## config.mk

```make
export PLATFORM = sky130hd
export DESIGN_NAME = gfs_top
export DESIGN_NICKNAME = d
export VERILOG_FILES = /design/src/gfs_pkg.sv /design/src/gfs_top.sv
export VERILOG_INCLUDE_DIRS = /design/src
export SDC_FILE = /design/constraint.sdc
export NUM_CORES = 1
export LEC_CHECK = 0
export BUFFER_PORTS_ARGS = -buffer_cell sky130_fd_sc_hd__buf_2
export CORE_MARGIN = 1
export CORE_UTILIZATION = 55
export CTS_BUF_LIST = sky130_fd_sc_hd__clkbuf_8
export CTS_CLUSTER_SIZE = 10
export DETAILED_ROUTE_END_ITERATION = 10
export GPL_TIMING_DRIVEN = 0
export MAX_ROUTING_LAYER = met4
export PLACE_DENSITY = 0.77
export SYNTH_ARGS = -nofsm -noshare
export SYNTH_HDL_FRONTEND = slang
export SYNTH_SLANG_ARGS = --single-unit
```

## constraint.sdc

```tcl
create_clock -name mclk -period 9.5 [get_ports mclk]
set_clock_uncertainty 0.2 [all_clocks]
set_input_delay 1.9 -clock mclk [delete_from_list [all_inputs] [get_ports mclk]]
set_output_delay 1.9 -clock mclk [all_outputs]
set_load 0.03 [all_outputs]
```

## src/gfs_defines.svh

```systemverilog
// gfs_defines.svh: offsets, field values and timing counts for the
// group frame sync controller.
// assumes a 250 MHz mclk and a group bit clock well below mclk/4.
//
// Notes on behaviour
// - a search command makes the framer hunt for a received one
// - after a one, emit a toggling frame reference and a frame-bit pulse
// - compare frame bits with ones, 0101, 1010; pulse and count errors
// - count matches for all three patterns in parallel
// - the first received one after search enters level one
// - level one: framing bit three must be one to advance
// - level two: two of bits five, six, nine must be one
// - level three: 30 of bits 10..41 correct declares in-frame
// - any level one to three failure restarts the hunt
// - free detector: under 171 ones per 512 data bits flags zero data
// - maintenance: 58 of 100 correct keeps in-frame
// - two failed 100-bit intervals in a row report out of frame
// - 32-bit detector sets or clears transmit-side-in-frame at 30 hits
// - low squelch forces in-frame, data enable and alternating pattern (the enables and pattern only while the sequencer is idle)
// - low receive enable forces downstream data to ones
// - out of frame: optional half second delay, then blank traffic
// - start 2.13 s timeout; resync the encryptor if it is fitted and in sync
// - after 500 us wait for encryptor sync, then issue search
// - in frame: alternating pattern, receive data, then transmit data
// - timeout retries and raises an alarm until in frame again
// - far end sends ones: zero transmit data, retry every 14 s
// - the search command is low for one bit clock period
// - the resync command is a 32 us high pulse
// - pattern select low sends ones, high sends alternating
`ifndef GFS_DEFINES_SVH
`define GFS_DEFINES_SVH

`define GFS_CLK_HZ 64'd250000000
`define GFS_MS2CYC(ms) ((64'(ms) * `GFS_CLK_HZ + 64'd999) / 64'd1000)
`define GFS_US2CYC(us) ((64'(us) * `GFS_CLK_HZ + 64'd999999) / 64'd1000000)

`define GFS_T_DELAY_MS 500
`define GFS_T_TOUT_MS 2130
`define GFS_T_RETRY_MS 14000
`define GFS_T_WAIT_US 500
`define GFS_T_PULSE_US 32

`define GFS_FRAME_LEN 7'd72
`define GFS_L1_BIT 7'd3
`define GFS_L2_BIT_A 7'd5
`define GFS_L2_BIT_B 7'd6
`define GFS_L2_BIT_C 7'd9
`define GFS_L2_NEED 7'd2
`define GFS_L3_LAST 7'd41
`define GFS_L3_NEED 7'd30
`define GFS_MNT_LEN 7'd100
`define GFS_MNT_NEED 7'd58
`define GFS_TX_LAST 5'h1F
`define GFS_TX_NEED 6'd30
`define GFS_ZD_LAST 9'h1FF
`define GFS_ZD_MIN 10'd171

`define GFS_REG_CTRL 4'h0
`define GFS_REG_STATUS 4'h4
`define GFS_REG_ERRCNT 4'h8
`define GFS_CTRL_RST 1'b1

`endif

```

## src/gfs_pkg.sv

```systemverilog
// gfs_pkg.sv: types shared by the group frame sync controller.
// assumes nothing beyond a SystemVerilog compiler.
`default_nettype none
package gfs_pkg;
  typedef enum logic [2:0] {
    F_IDLE, F_HUNT, F_L1, F_L2, F_L3, F_MAINT
  } gfs_fstate_t;
  typedef enum logic [3:0] {
    S_IDLE, S_DELAY, S_CHECK, S_PULSE, S_WAIT500, S_WAITSYNC,
    S_WAITIF, S_WAITTX, S_ZHOLD
  } gfs_sstate_t;
  typedef struct packed {
    logic read;
    logic write;
    logic [3:0] address;
    logic [3:0] byteenable;
    logic [31:0] writedata;
  } gfs_avl_req_t;
  typedef struct packed {
    logic alarm;
    logic pattern_sel;
    logic tx_data_en;
    logic rx_data_en;
    logic zero_data;
    logic tx_inframe;
    logic rx_inframe;
    logic [2:0] level;
  } gfs_stat_t;
endpackage
`default_nettype wire

```

## src/gfs_top.sv

```systemverilog
// gfs_top.sv: receive framing monitor, link sequencer and avalon slave.
// assumes the group, squelch, delay and encryptor pins are asynchronous to mclk; group data is stable at
// the rising edge of the group bit clock.
//
// Our own choices: the address map and the Avalon-MM register port.
`include "gfs_defines.svh"
`default_nettype none
module gfs_top #(
  parameter logic [31:0] T_DELAY = 32'(`GFS_MS2CYC(`GFS_T_DELAY_MS)),
  parameter logic [31:0] T_TOUT = 32'(`GFS_MS2CYC(`GFS_T_TOUT_MS)),
  parameter logic [31:0] T_RETRY = 32'(`GFS_MS2CYC(`GFS_T_RETRY_MS)),
  parameter logic [31:0] T_WAIT = 32'(`GFS_US2CYC(`GFS_T_WAIT_US)),
  parameter logic [31:0] T_PULSE = 32'(`GFS_US2CYC(`GFS_T_PULSE_US))
) (
  input wire logic mclk, // system clock
  input wire logic reset, // sync reset, high
  input wire logic ce, // clock enable
  input wire gfs_pkg::gfs_avl_req_t avl_req, // avalon request
  output logic [31:0] avl_readdata, // avalon read data
  output logic avl_waitrequest, // avalon wait
  input wire logic gclk_pin, // group bit clock
  input wire logic rx_data_pin, // received group data
  input wire logic squelch_n_pin, // low forces in frame
  input wire logic delay_sw_pin, // 1 = half second delay on
  input wire logic link_encryptor_fitted_n, // 0 = encryptor fitted
  input wire logic link_encryptor_sync, // 1 = sync achieved
  output logic ds_data, // downstream data
  output logic err_pulse, // frame bit error
  output logic frame_ref, // frame reference
  output logic frame_pulse, // frame bit position
  output logic go_frame_n, // search command
  output logic rx_inframe, // receive side in frame
  output logic tx_inframe, // far end in frame
  output logic rx_data_en, // 0 = downstream ones
  output logic tx_data_en, // 0 = transmit zeros
  output logic pattern_sel, // 0 = ones, 1 = alternating
  output logic link_encryptor_resync, // resync pulse
  output logic frame_alarm_n // 0 = frame alarm
);
  import gfs_pkg::*;

  // -------------------------------------------------------------
  // pin synchronisers
  // -------------------------------------------------------------
  logic [5:0] s1, s2;
  logic gprev;
  logic stb, d, sq_n, dly_on, fit, esync;

  // two flops per pin, plus a delayed copy of the bit clock
  always_ff @(posedge mclk) begin
    if (reset) begin
      s1 <= 6'h00;
      s2 <= 6'h00;
      gprev <= 1'b0;
    end else if (ce) begin
      s1 <= {link_encryptor_sync, link_encryptor_fitted_n, delay_sw_pin,
             squelch_n_pin, rx_data_pin, gclk_pin};
      s2 <= s1;
      gprev <= s2[0];
    end
  end

  assign stb = s2[0] & ~gprev; // rising bit clock edge
  assign d = s2[1];
  assign sq_n = s2[2];
  assign dly_on = s2[3];
  assign fit = ~s2[4];
  assign esync = s2[5] | ~fit; // no encryptor counts as in sync

  // -------------------------------------------------------------
  // framing monitor
  // -------------------------------------------------------------
  gfs_fstate_t fst, next_fst;
  logic [6:0] pos, next_pos, nfb, next_nfb, k;
  logic [2:0][6:0] corr, next_corr, cn;
  logic [2:0][5:0] tc, next_tc, tn;
  logic [4:0] tcnt, next_tcnt;
  logic [8:0] zc, next_zc;
  logic [9:0] zo, next_zo;
  logic [2:0] hit;
  logic ref_b, next_ref, ifr, next_ifr, fail1, next_fail1;
  logic txif, next_txif, zero, next_zero, locked;
  logic next_ds, next_err, next_fp, acq_ok, mnt_ok;

  assign locked = (fst != F_IDLE) && (fst != F_HUNT);
  assign k = nfb + 7'd1;
  assign hit = {d, d != ref_b, d == ref_b}; // ones, 0101, 1010

  // next state of the framer, zero detector and far end detector
  always_comb begin
    next_fst = fst;
    next_pos = pos;
    next_nfb = nfb;
    next_corr = corr;
    next_tc = tc;
    next_tcnt = tcnt;
    next_zc = zc;
    next_zo = zo;
    next_ref = ref_b;
    next_ifr = ifr;
    next_fail1 = fail1;
    next_txif = txif;
    next_zero = zero;
    next_ds = ds_data;
    next_err = 1'b0;
    next_fp = 1'b0;
    for (int i = 0; i < 3; i++) begin
      cn[i] = corr[i] + {6'h00, hit[i]}; // parallel match counts
      tn[i] = tc[i] + {5'h00, hit[i]};
    end
    acq_ok = (cn[0] >= `GFS_L3_NEED) || (cn[1] >= `GFS_L3_NEED) ||
             ((cn[2] >= `GFS_L3_NEED) && zero);
    mnt_ok = (cn[0] >= `GFS_MNT_NEED) || (cn[1] >= `GFS_MNT_NEED) ||
             ((cn[2] >= `GFS_MNT_NEED) && zero);
    if (!go_frame_n && fst != F_HUNT) begin
      next_fst = F_HUNT; // search for a one
      next_ifr = 1'b0;
      next_fail1 = 1'b0;
    end else if (stb) begin
      next_ds = rx_data_en ? d : 1'b1;
      next_pos = (pos == `GFS_FRAME_LEN - 7'd1) ? 7'h00 : pos + 7'd1;
      if (!(locked && pos == 7'h00)) begin
        next_zc = zc + 9'd1; // zero data detector
        next_zo = zo + {9'h000, d};
        if (zc == `GFS_ZD_LAST) begin
          next_zero = (zo + {9'h000, d}) < `GFS_ZD_MIN;
          next_zo = 10'h000;
        end
      end
      if (fst == F_HUNT) begin
        if (d) begin
          next_fst = F_L1; // first one is frame bit one
          next_pos = 7'd1;
          next_nfb = 7'd1;
          next_ref = 1'b0; // reference aligned to 1010
          next_corr = '0;
        end
      end else if (locked && pos == 7'h00) begin
        next_ref = ~ref_b;
        next_fp = 1'b1;
        next_err = (d != ref_b);
        next_nfb = k;
        next_corr = cn;
        next_tc = tn; // far end pattern detector
        next_tcnt = tcnt + 5'd1;
        if (tcnt == `GFS_TX_LAST) begin
          next_tc = '0;
          if (tn[0] >= `GFS_TX_NEED || tn[1] >= `GFS_TX_NEED) begin
            next_txif = 1'b1;
          end else if (tn[2] >= `GFS_TX_NEED && zero) begin
            next_txif = 1'b0;
          end
        end
        unique case (fst)
          F_L1: begin
            if (k == `GFS_L1_BIT) begin
              next_fst = d ? F_L2 : F_HUNT;
              next_corr = '0;
            end
          end
          F_L2: begin
            next_corr = corr;
            if (k == `GFS_L2_BIT_A || k == `GFS_L2_BIT_B ||
                k == `GFS_L2_BIT_C) begin
              next_corr[2] = cn[2];
            end
            if (k == `GFS_L2_BIT_C) begin
              next_fst = (cn[2] >= `GFS_L2_NEED) ? F_L3 : F_HUNT;
              next_corr = '0;
            end
          end
          F_L3: begin
            if (k == `GFS_L3_LAST) begin
              next_fst = acq_ok ? F_MAINT : F_HUNT;
              next_ifr = acq_ok;
              next_nfb = 7'h00;
              next_corr = '0;
            end
          end
          F_MAINT: begin
            if (k == `GFS_MNT_LEN) begin
              next_nfb = 7'h00;
              next_corr = '0;
              if (mnt_ok) begin
                next_ifr = 1'b1;
                next_fail1 = 1'b0;
              end else begin
                next_fail1 = 1'b1;
                if (fail1) next_ifr = 1'b0; // second miss
              end
            end
          end
          default: next_fst = F_HUNT;
        endcase
      end
    end
  end

  // framer registers; idle and out of frame after reset
  always_ff @(posedge mclk) begin
    if (reset) begin
      fst <= F_IDLE;
      pos <= 7'h00;
      nfb <= 7'h00;
      corr <= '0;
      tc <= '0;
      tcnt <= 5'h00;
      zc <= 9'h000;
      zo <= 10'h000;
      ref_b <= 1'b0;
      ifr <= 1'b0;
      fail1 <= 1'b0;
      txif <= 1'b0;
      zero <= 1'b0;
      ds_data <= 1'b1;
      err_pulse <= 1'b0;
      frame_pulse <= 1'b0;
      frame_ref <= 1'b0;
      rx_inframe <= 1'b0;
      tx_inframe <= 1'b0;
    end else if (ce) begin
      fst <= next_fst;
      pos <= next_pos;
      nfb <= next_nfb;
      corr <= next_corr;
      tc <= next_tc;
      tcnt <= next_tcnt;
      zc <= next_zc;
      zo <= next_zo;
      ref_b <= next_ref;
      ifr <= next_ifr;
      fail1 <= next_fail1;
      txif <= next_txif;
      zero <= next_zero;
      ds_data <= next_ds;
      err_pulse <= next_err;
      frame_pulse <= next_fp;
      frame_ref <= next_ref;
      rx_inframe <= next_ifr | ~sq_n; // squelch forces in frame
      tx_inframe <= next_txif;
    end
  end

  // -------------------------------------------------------------
  // link sequencer
  // -------------------------------------------------------------
  gfs_sstate_t sst, next_sst;
  logic [31:0] tmr, next_tmr, tout, next_tout;
  logic next_rxen, next_txen, next_pat, next_rsy, next_alarm_n;
  logic next_gon, seq_en;

  // next state of the sequencer and its control levels
  always_comb begin
    next_sst = sst;
    next_tmr = (tmr != 32'h0) ? tmr - 32'd1 : tmr;
    next_tout = (tout != 32'h0) ? tout - 32'd1 : tout;
    next_rxen = rx_data_en;
    next_txen = tx_data_en;
    next_pat = pattern_sel;
    next_rsy = link_encryptor_resync;
    next_alarm_n = frame_alarm_n;
    next_gon = (stb || !seq_en) ? 1'b1 : go_frame_n; // one bit
    unique case (sst)
      S_IDLE: begin
        if (!sq_n) begin
          next_rxen = 1'b1;
          next_txen = 1'b1;
          next_pat = 1'b1;
        end else if (seq_en && !rx_inframe) begin
          next_sst = S_DELAY;
          next_tmr = dly_on ? T_DELAY : 32'h0;
        end else if (seq_en && !tx_inframe) begin
          next_sst = S_ZHOLD;
          next_txen = 1'b0; // far end sends ones
          next_tout = T_RETRY;
        end
      end
      S_DELAY: begin
        if (rx_inframe) begin
          next_sst = S_IDLE;
        end else if (tmr == 32'h0) begin
          next_rxen = 1'b0;
          next_pat = 1'b0;
          next_txen = 1'b0;
          next_tout = T_TOUT;
          next_sst = S_CHECK;
        end
      end
      S_CHECK: begin
        if (fit && esync) begin
          next_rsy = 1'b1;
          next_tmr = T_PULSE - 32'd1;
          next_sst = S_PULSE;
        end else begin
          next_tmr = T_WAIT;
          next_sst = S_WAIT500;
        end
      end
      S_PULSE: begin
        if (tmr == 32'h0) begin
          next_rsy = 1'b0;
          next_tmr = T_WAIT;
          next_sst = S_WAIT500;
        end
      end
      S_WAIT500: if (tmr == 32'h0) next_sst = S_WAITSYNC;
      S_WAITSYNC: begin
        if (esync) begin
          next_gon = 1'b0;
          next_sst = S_WAITIF;
        end
      end
      S_WAITIF: begin
        if (rx_inframe) begin
          next_pat = 1'b1;
          next_rxen = 1'b1;
          next_sst = S_WAITTX;
        end
      end
      S_WAITTX: begin
        if (tx_inframe) begin
          next_txen = 1'b1;
          next_sst = S_IDLE;
        end
      end
      S_ZHOLD: begin
        if (link_encryptor_resync && tmr == 32'h0) next_rsy = 1'b0;
        if (!rx_inframe) begin
          next_sst = S_DELAY;
          next_tmr = dly_on ? T_DELAY : 32'h0;
        end else if (tx_inframe) begin
          next_txen = 1'b1; // 1010 back
          next_sst = S_IDLE;
        end else if (tout == 32'h0) begin
          next_tout = T_RETRY; // try again
          next_rsy = fit;
          next_tmr = T_PULSE - 32'd1;
        end
      end
    endcase
    if (sst != S_IDLE && sst != S_DELAY && sst != S_ZHOLD &&
        tout == 32'h0) begin
      next_sst = S_CHECK; // retry entry point
      next_tout = T_TOUT;
      next_rsy = 1'b0;
      next_gon = 1'b1;
      next_alarm_n = 1'b0;
    end else if (rx_inframe) begin
      next_alarm_n = 1'b1;
    end
  end

  // sequencer registers
  always_ff @(posedge mclk) begin
    if (reset) begin
      sst <= S_IDLE;
      tmr <= 32'h0;
      tout <= 32'h0;
      rx_data_en <= 1'b0;
      tx_data_en <= 1'b0;
      pattern_sel <= 1'b0;
      link_encryptor_resync <= 1'b0;
      frame_alarm_n <= 1'b1;
      go_frame_n <= 1'b1;
    end else if (ce) begin
      sst <= next_sst;
      tmr <= next_tmr;
      tout <= next_tout;
      rx_data_en <= next_rxen;
      tx_data_en <= next_txen;
      pattern_sel <= next_pat;
      link_encryptor_resync <= next_rsy;
      frame_alarm_n <= next_alarm_n;
      go_frame_n <= next_gon;
    end
  end

  // -------------------------------------------------------------
  // avalon register slave
  // -------------------------------------------------------------
  logic [15:0] errcnt, next_errcnt;
  logic [31:0] next_rdata;
  logic next_wait, next_seq_en, req, acc, cap;
  gfs_stat_t st;

  assign req = avl_req.read | avl_req.write;
  assign cap = req & avl_waitrequest;
  assign acc = req & ~avl_waitrequest;
  always_comb begin
    st.alarm = ~frame_alarm_n;
    st.pattern_sel = pattern_sel;
    st.tx_data_en = tx_data_en;
    st.rx_data_en = rx_data_en;
    st.zero_data = zero;
    st.tx_inframe = tx_inframe;
    st.rx_inframe = rx_inframe;
    unique case (fst)
      F_L1: st.level = 3'd1;
      F_L2: st.level = 3'd2;
      F_L3: st.level = 3'd3;
      F_MAINT: st.level = 3'd4;
      default: st.level = 3'd0;
    endcase
  end

  // one wait state per access; error count clears on read
  always_comb begin
    next_wait = ~cap;
    next_rdata = avl_readdata;
    next_seq_en = seq_en;
    next_errcnt = (err_pulse && errcnt != 16'hFFFF) ?
                  errcnt + 16'd1 : errcnt;
    if (cap && avl_req.read) begin
      unique case (avl_req.address)
        `GFS_REG_CTRL: next_rdata = {31'h0, seq_en};
        `GFS_REG_STATUS: next_rdata = {22'h0, st};
        `GFS_REG_ERRCNT: begin
          next_rdata = {16'h0, errcnt};
          next_errcnt = {15'h0, err_pulse}; // new error wins
        end
        default: next_rdata = 32'h0;
      endcase
    end
    if (acc && avl_req.write && avl_req.byteenable[0] &&
        avl_req.address == `GFS_REG_CTRL) begin
      next_seq_en = avl_req.writedata[0];
    end
  end

  // bus registers
  always_ff @(posedge mclk) begin
    if (reset) begin
      avl_waitrequest <= 1'b1;
      avl_readdata <= 32'h0;
      seq_en <= `GFS_CTRL_RST;
      errcnt <= 16'h0;
    end else if (ce) begin
      avl_waitrequest <= next_wait;
      avl_readdata <= next_rdata;
      seq_en <= next_seq_en;
      errcnt <= next_errcnt;
    end
  end
endmodule
`default_nettype wire

```

Word-level counts from Yosys, hierarchy flattened --
Cells that the tools add are included.
Storage, ports and cells: memories kept 0, register bits 225, bits in read-only memories 0, output and inout port bits 45, bits in latches 0, memory bits (writable) 0
Cells by class: order comparisons 11, equal/unequal tests 54, add/sub/neg operators 14, div/mod/pow operators 0, reductions and logical operators 67, multipliers 0, multiplexer cells 125, bitwise gates (word level) 16, shift-type cells 0
Operator list (count):
- $mux W32 | 17
- $mux W21 | 7
- $pmux W32 S4 | 1
- $pmux W32 S3 | 1
- $pmux W21 S4 | 1
- $logic_not A32 Y1 | 2
- $reduce_bool A32 Y1 | 2
- $sub A32 B1 Y32 const B | 2
- $mux W7 | 9
- $mux W1 | 49
- $mux W16 | 3
- $mux W4 | 12
- $pmux W16 S3 | 1
- $pmux W4 S9 | 1
- $mux W3 | 11
- $ne A3 B3 Y1 const B | 11
- $ne A4 B4 Y1 const B | 7
- $mux W27 | 1
- $pmux W3 S4 | 2
- $reduce_and A6 Y1 | 4
- $add A7 B1 Y7 | 3
- $ge A7 B5 Y1 const B | 3
- $ge A7 B6 Y1 const B | 3
- $eq A4 B3 Y1 const B | 5
- 53 further kinds | 129

Longest topological paths before layout --
Gate-level depths: netlist (run 1).
word-level depth 13, depth in mapped cells 12, depth with buffers taken out 11

Worst setup path after synthesis (run 1) --
OpenSTA, ideal clock, no wires.
path kind in2reg, start input ce, end register tc[10] (netlist name), arrival time 3.790 ns, slack 5.440 ns, stages on the path 8, cell sequence clkbuf_1 -> nand3b_1 -> nor4b_1 -> and3_1 -> clkbuf_1 -> nand2b_1 -> or3_1 -> a21oi_1
Between the ends: cells in the longest elaborated chain, start to end 1
Ends and longest elaborated chain:
- start: declaration | RTL line gfs_top.sv:17 | input wire logic ce,
- $reduce_and A5 Y1 (no source line)
- end signal: assignment | RTL line gfs_top.sv:226 | tc <= next_tc;
- end: declaration | RTL line gfs_top.sv:76 | logic [2:0][5:0] tc, next_tc, tn;
Every way passes these cells. A chain may end at the register's enable or synchronous reset.

Final worst setup path (run 1) --
start input ce, end register tc[4] (netlist name)
The elaborated chain is that of the path after synthesis.

==> results of run 1 <==
[path summary, 6_finish.rpt]
path	start	to	slack, ns	cells past startpoint
max	ce	tc[4]	4.96	8
min	tcnt[4]	tcnt[4]	0.26	2
max reg2reg	nfb[1]	corr[2]	5.42	9
min reg2reg	tcnt[4]	tcnt[4]	0.26	2
[sequential cells by signal (all words and copies together) (netlist names), 3 cells and up]
register and count:
tc 18, zo 10, tcnt 5, s1 6, pos 7, s2 6
corr 21, errcnt 16, tmr 32, nfb 7, zc 9, fst 3
sst 4, tout 32, avl_readdata 16
[cells in the mapped netlist, drive strengths merged (6+ instances only)]
cell	number
o21bai	6
o21a	7
clkbuf	77
o31ai	15
a31oi	31
o211ai	10
or4	19
nand3	73
nand2	137
a211oi	12
mux2i	19
inv	36
nor2	202
nor3b	14
nand3b	17
nor3	60
and2	8
nor2b	12
o2111ai	6
o31a	6
xor2	25
nand2b	22
a22oi	16
ha	27
nor4	32
or3	30
nand4b	14
xnor2	29
dfxtp	209
and3	17
a21oi	144
buf	39
o21ai	106
nand4	41
nor4b	6
a311oi	10
[layout make-up]
| cell class | instances | area, sq um |
|---|---|---|
| clock buffer | 44 | 605.6 |
| timing repair buffer | 44 | 220.2 |
| antenna | 3 | 7.507 |
| clock inverter | 18 | 113.9 |
| fill | 2000 | 8224 |
| tap | 280 | 350.3 |
| inverter | 37 | 138.9 |
| multi-input combinational | 1274 | 7508 |
| sequential | 209 | 4184 |
| buffer | 116 | 538.0 |
[metal layers]
layer / vias up / part of all wire [%]
li1: 6127 / -
met5: - / 0
met2: 575 / 45
met3: 118 / 9.0
met1: 6002 / 42
met4: 0 / 4.4
[power by group]
part	switching, W	internal [W]
clock	0.000387	0.000448
sequential	0.000113	0.000983
combinational	0.000805	0.000469
[metrics by stage]
stage | setup WS, ns | cell area (sq um) | power [W] | cells | hold WS (ns)
2_1_floorplan | 5.440 | 12370 | 0.002039 | 1636 | 0.2359
3_3_place_gp | 4.561 | 12940 | 0.002311 | 1960 | 0.2428
3_5_place_dp | 4.525 | 12940 | 0.002334 | 1960 | 0.2535
4_1_cts | 5.058 | 13660 | 0.003170 | 2022 | 0.2608
5_1_grt | 4.758 | 13660 | 0.003387 | 2024 | 0.2870
6_report | 4.958 | 13670 | 0.003205 | 2025 | 0.2588
[worst register-to-register path, stage by stage, from the launching register on]
cell and delay, ns:
dfxtp_1 0.51, ha_1 0.21, buf_2 0.22, and3_1 0.25, nor4b_1 0.08, o32ai_1 0.79
o21ai_1 0.47, nor4_2 0.91, nand4b_1 0.18, a21oi_1 0.19
[cells by family (layout without fill, tap and decap cells)]
family	count (synthesis)	after routing	share of synthesized area (%)
multiplexers	21	21	1.727
AND/OR/NAND/NOR	723	723	30.03
other	1	19	0.03046
buffers and inverters	153	259	5.497
XOR/XNOR	54	54	3.841
AO/OA/AOI/OAI	433	433	22.15
flip-flops	209	209	33.98
adder cells (fa/ha/maj)	27	27	2.744
==> out/qor.yml, run 1 <==
status: "complete, no violations"
yosys.cell_types.count: 84
fin_util_pct: 62.43
cp_slowest_cell: "nor4b_1"
use_met1_pct: 42.74
layout_commonest_cell: "dfxtp_1"
cts_root_buffer: "clkbuf_8"
num_io_pins: 96
cpLargestDelayFamily: "simple AND/OR/NAND/NOR gates"
wirelength_um: 38100
grt_use_met3_pct: 6.707
irDropWorstVdd_uv: 157.6
seq_area_frac_synth_pct: 33.98
synthFlopType: "dfxtp_1"
synth_top_area_share_pct: 33.98
cpPeakStageDelay_ns: 0.67
p_leak_nw: 5.003
grtUsageMet2_pct: 51.28
synth-async-reset-ratio_pct: 0
critical_path_class: "input pin to flop"
slew_viol_final: 0
clk_pin_slew_ns: 0.06
clk_latency_ns: 0.54
clockBufferDepth: 3
period_minus_slack_ns: 4.542
synth_edf_count: 0
grt_start_max_net_pins: 11
clock_sinks: 209
ys_warn_count: 0
routedWlPerCell_um: 18.81
end_kind: "flop"
numCtsBuffers: 38
critPathLaunchType: "input pin"
die_w_um: 151.6
core_sq_um: 21890
max_freq_mhz: 220.2
syn-cell-area_sq_um: 12310
grt_util_all_layers_pct: 33.71
period_share_pct: 47.81
synthToLayoutAreaGrowth_pct: 11.00
rsz0062_at_grt: "false"
pwr_density_cell_nw_per_um2: 234.5
required_ns: 9.76
h-tree-depth: 2
nets: 1798
num_vias: 12820
gr-max-usage-layer: "met2"
syn_inst: 1621
drive_above_1_share_pct: 9.300
route.detailed.drc: 0
firstDrtPassIters: 6
syn_area_per_cell_sq_um: 7.596
antenna_found_initial: 2
worstPathArrival_ns: 4.80
grt_pass1_wl_um: 59440
slew_headroom_pct: 18.83
die_area_sq_um: 22990
cts_tree: "yes"
hold_path_class: "flop to flop"
overflow: 0
path_buf_inv: 2
die_y_um: 151.6
crit_path_cell_trace: "clkbuf_1 -> nand3b_1 -> nor4b_1 -> and3_1 -> clkbuf_1 -> nand2b_1 -> or3_1 -> a21oi_1"
drtIter0Drc: 1331
final-hold-violation-count: 0
place_hpwl_um: 26930
synthTopCellsByArea: "dfxtp_1 34%, nor2_1 6.2%, a21oi_1 5.9%, o21ai_0 4.2%, nand2_1 4.2%"
post_cts_buffers: 0
fin_setup_tns_ns: 0
num_rows: 54
gp_congestion: 1.008
drv_cap: 0
io_buffers: 44
viasPerCell: 6.332
synth_seq_cells: 209
antenna_left: 0
path_common_cell: "clkbuf_1"
cts_resized: 0
crit_fanout: 10
yosys.area.top_type: "dfxtp_1"
finalSetupViolCount: 0
worst_pin_slew_ns: 1.208
grt_pass1_vias: 11470
final_cell_mix: "209 x dfxtp_1, 202 x nor2_1, 144 x a21oi_1, 137 x nand2_1, 103 x o21ai_0"
holdBufCountCts: 0
initial_core_util_pct: 56.25
Power figures use the tool's default switching activity.
==> run 2: changes to the inputs <==
- PLACE_DENSITY: 0.77 -> 0.8
- clock period: 9.5 -> 3.7 ns (I/O delays scaled with it)
==> run 2 against run 1 <==
Net effect: utilization increased by 0.75 points; combinational power increased to 2.6 times the previous value; clock-buffer cell count increased by 5; clock power increased to 2.8 times the previous value; power increased to 2.6 times the previous value; global-route usage increased by 0.16 points; register-to-register slack got worse by 5.3 ns; flip-flop and latch count unchanged; first-iteration DRC count decreased by 12%; cell count increased by 0.20%.
==> out/qor.yml, run 2 (synthesis gave the netlist of run 1 again) <==
cts_root_buffer: "clkbuf_8"
final-hold-violation-count: 0  # unchanged
clock_sinks: 209  # unchanged
drtIter0Drc: 1167  # -12%
synthToLayoutAreaGrowth_pct: 12.33
rsz0062_at_grt: "false"
p_int_w: 0.005069  # +170%
num_io_pins: 96  # unchanged
viasPerCell: 6.418  # +1.4%
num_rows: 54  # unchanged
instances_no_fill: 2029  # +0.20%
route.detailed.drc: 0  # unchanged
diodes: 0  # -3
grt_use_met3_pct: 5.958  # -0.75 points
finalSetupViolCount: 0  # unchanged
period_share_pct: 96.03
clockBufferDepth: 3  # unchanged
num_vias: 13020  # +1.6%
rr_worst_depth: 10  # +1
p_sw_w: 0.003408  # +160%
min_from: "rx_data_pin"
period_minus_slack_ns: 3.553
holdBufCountCts: 0  # unchanged
h-tree-depth: 2  # unchanged
slew_viol_final: 0  # unchanged
sw_frac_of_total_pct: 40.20  # -0.53 points
worst_pin_slew_ns: 0.9922  # -0.2160 ns
top_regs: "tmr (32), tout (32), corr (21)"
routedWlPerCell_um: 18.89  # +0.41%
crit_fanout: 10  # unchanged
dpl.cell_count: 1960  # unchanged
final_area_sq_um: 13830  # +1.2%
end_kind: "flop"
rr_endpoint: "tout[29]"
firstDrtPassIters: 5  # -1
die_w_um: 151.6  # unchanged
worstReg2RegStart: "tmr[6]"
antenna_left: 0  # unchanged
grt_util_all_layers_pct: 33.87  # +0.16 points
numCtsBuffers: 40  # +5.3%
min_to: "s1[1]"
place_ws_ns: -0.3354  # -4.860 ns
p_seq_share_pct: 33.2  # -1.0 points
grt_pass1_vias: 11760  # +2.5%
critical_path_class: "flop to flop"
drive_above_1_share_pct: 10.06  # +0.76 points
seq_area_sq_um: 4184  # unchanged
clk_pin_slew_ns: 0.06  # about the same
fill_cells: 2022  # +1.1%
gp_congestion: 0.9713  # -3.6%
pwr-share-comb_pct: 39.1  # -0.6 points
p_clk_share_pct: 27.8  # +1.7 points
fin_util_pct: 63.18  # +0.75 points
use_met1_pct: 41.65  # -1.1 points
slew_headroom_pct: 33.85  # +15 points
grt_pass1_wl_um: 59720  # +0.48%
p_leak_nw: 5.087  # +1.7%
core_sq_um: 21890  # unchanged
irDropWorstVdd_uv: 395.1  # +150%
grt_start_max_net_pins: 11  # unchanged
grtUsageMet2_pct: 53.38  # +2.1 points
final_cell_mix: "209 x dfxtp_1, 202 x nor2_1, 143 x a21oi_1, 137 x nand2_1, 103 x o21ai_0"
layout_commonest_cell: "dfxtp_1"
io_buffers: 44  # unchanged
antenna_found_initial: 0  # -2
place_hpwl_um: 27440  # +1.9%
die_y_um: 151.6  # unchanged
max_freq_mhz: 281.4
die_area_sq_um: 22990  # unchanged
worstPathArrival_ns: 3.78  # -1.02 ns
holdPathStages: 3  # +1
placed_area_sq_um: 12940  # unchanged
hold_path_class: "input pin to flop"
pwr_density_cell_nw_per_um2: 612.9  # +160%
required_ns: 3.93  # -5.83 ns
overflow: 0  # unchanged
clk_latency_ns: 0.56  # +0.02 ns
gr-max-usage-layer: "met2"
cts_tree: "yes"
wirelength_um: 38330  # +0.61%
multi_input_area_sq_um: 7586  # +1.0%
critPathLaunchType: "flop"
status: "complete, no violations"
drv_cap: 0  # unchanged
r2r_slack_ns: 0.15  # -5.27 ns
setup_slack_ns: 0.1467  # -4.812 ns
initial_core_util_pct: 56.25  # unchanged
nets: 1800  # +0.11%
-- run 2: changes by cell type in the layout (fill, tap and decap cells not counted), moves of 2 or more --
cell	previous run	this run
clkinvlp_4	3	1
inv_1	44	48
o21ai_2	0	2
diode_2	3	0
o21ai_1	3	1
clkbuf_8	44	49
nor4_1	31	29
-- run 2: worst max path at each step --
| stage | startpoint | endpoint | slack (ns) | cells past startpoint |
|---|---|---|---|---|
| floorplan | nfb[1] | corr[2] | 0.72 | 9 |
| global route | nfb[1] | corr[5] | 0.05 | 11 |
| finish | tmr[6] | tout[29] | 0.15 | 10 |
| detailed placement | nfb[1] | corr[4] | -0.34 | 9 |
| CTS | tout[3] | tout[29] | 0.0008 | 10 |
| global placement | nfb[1] | corr[2] | -0.26 | 9 |
-- run 2: worst max-delay path, cell delays in order, from the launching register on --
cell and delay [ns]:
dfxtp_1 0.29, clkbuf_1 0.18, or4_4 0.58, or3_1 0.35, clkbuf_1 0.21, nor4_1 0.53
o221ai_1 0.33, nor2b_1 0.26, buf_2 0.20, nand3b_1 0.09, a21bo_2 0.21
-- run 2: power by group through the flow --
stage,Combinational [W],Clock (W),Sequential [W]
global route,0.00360,0.00247,0.00285
CTS,0.00318,0.00237,0.00280
global placement,0.00310,0,0.00283
finish,0.00331,0.00235,0.00281
floorplan,0.00244,0,0.00279
detailed placement,0.00316,0,0.00284
-- run 2: what timing repair did --
item,in CTS,in global routing
setup endpoints to repair,17,39
buffers inserted,0,0
gates resized for setup,3,10
-- run 2: per-stage QoR --
step	total power [W]	setup TNS [ns]	hold slack, ns
CTS	0.008358	0	0.2188
global placement	0.005936	-2.313	0.2427
floorplan	0.005236	0	0.2359
detailed placement	0.006004	-2.786	0.2615
global route	0.008914	0	0.2443
finish	0.008476	0	0.2336
-- run 2: layout make-up --
class                   count  share of cell area, %
plain buffers             116                  3.890
inverters                  37                  1.004
repair buffers             44                  1.592
well taps                 280                  2.533
multi-input cells        1274                  54.85
clock buffers              49                  4.876
flip-flops and latches    209                  30.25
clock inverters            20                  1.004
-- run 2: metal layers --
| metal | part of all wire, % | wire length, um |
|---|---|---|
| met2 | 46 | 17440 |
| met4 | 4.4 | 1686 |
| met5 | 0 | 0 |
| met1 | 41 | 15850 |
| met3 | 8.8 | 3354 |
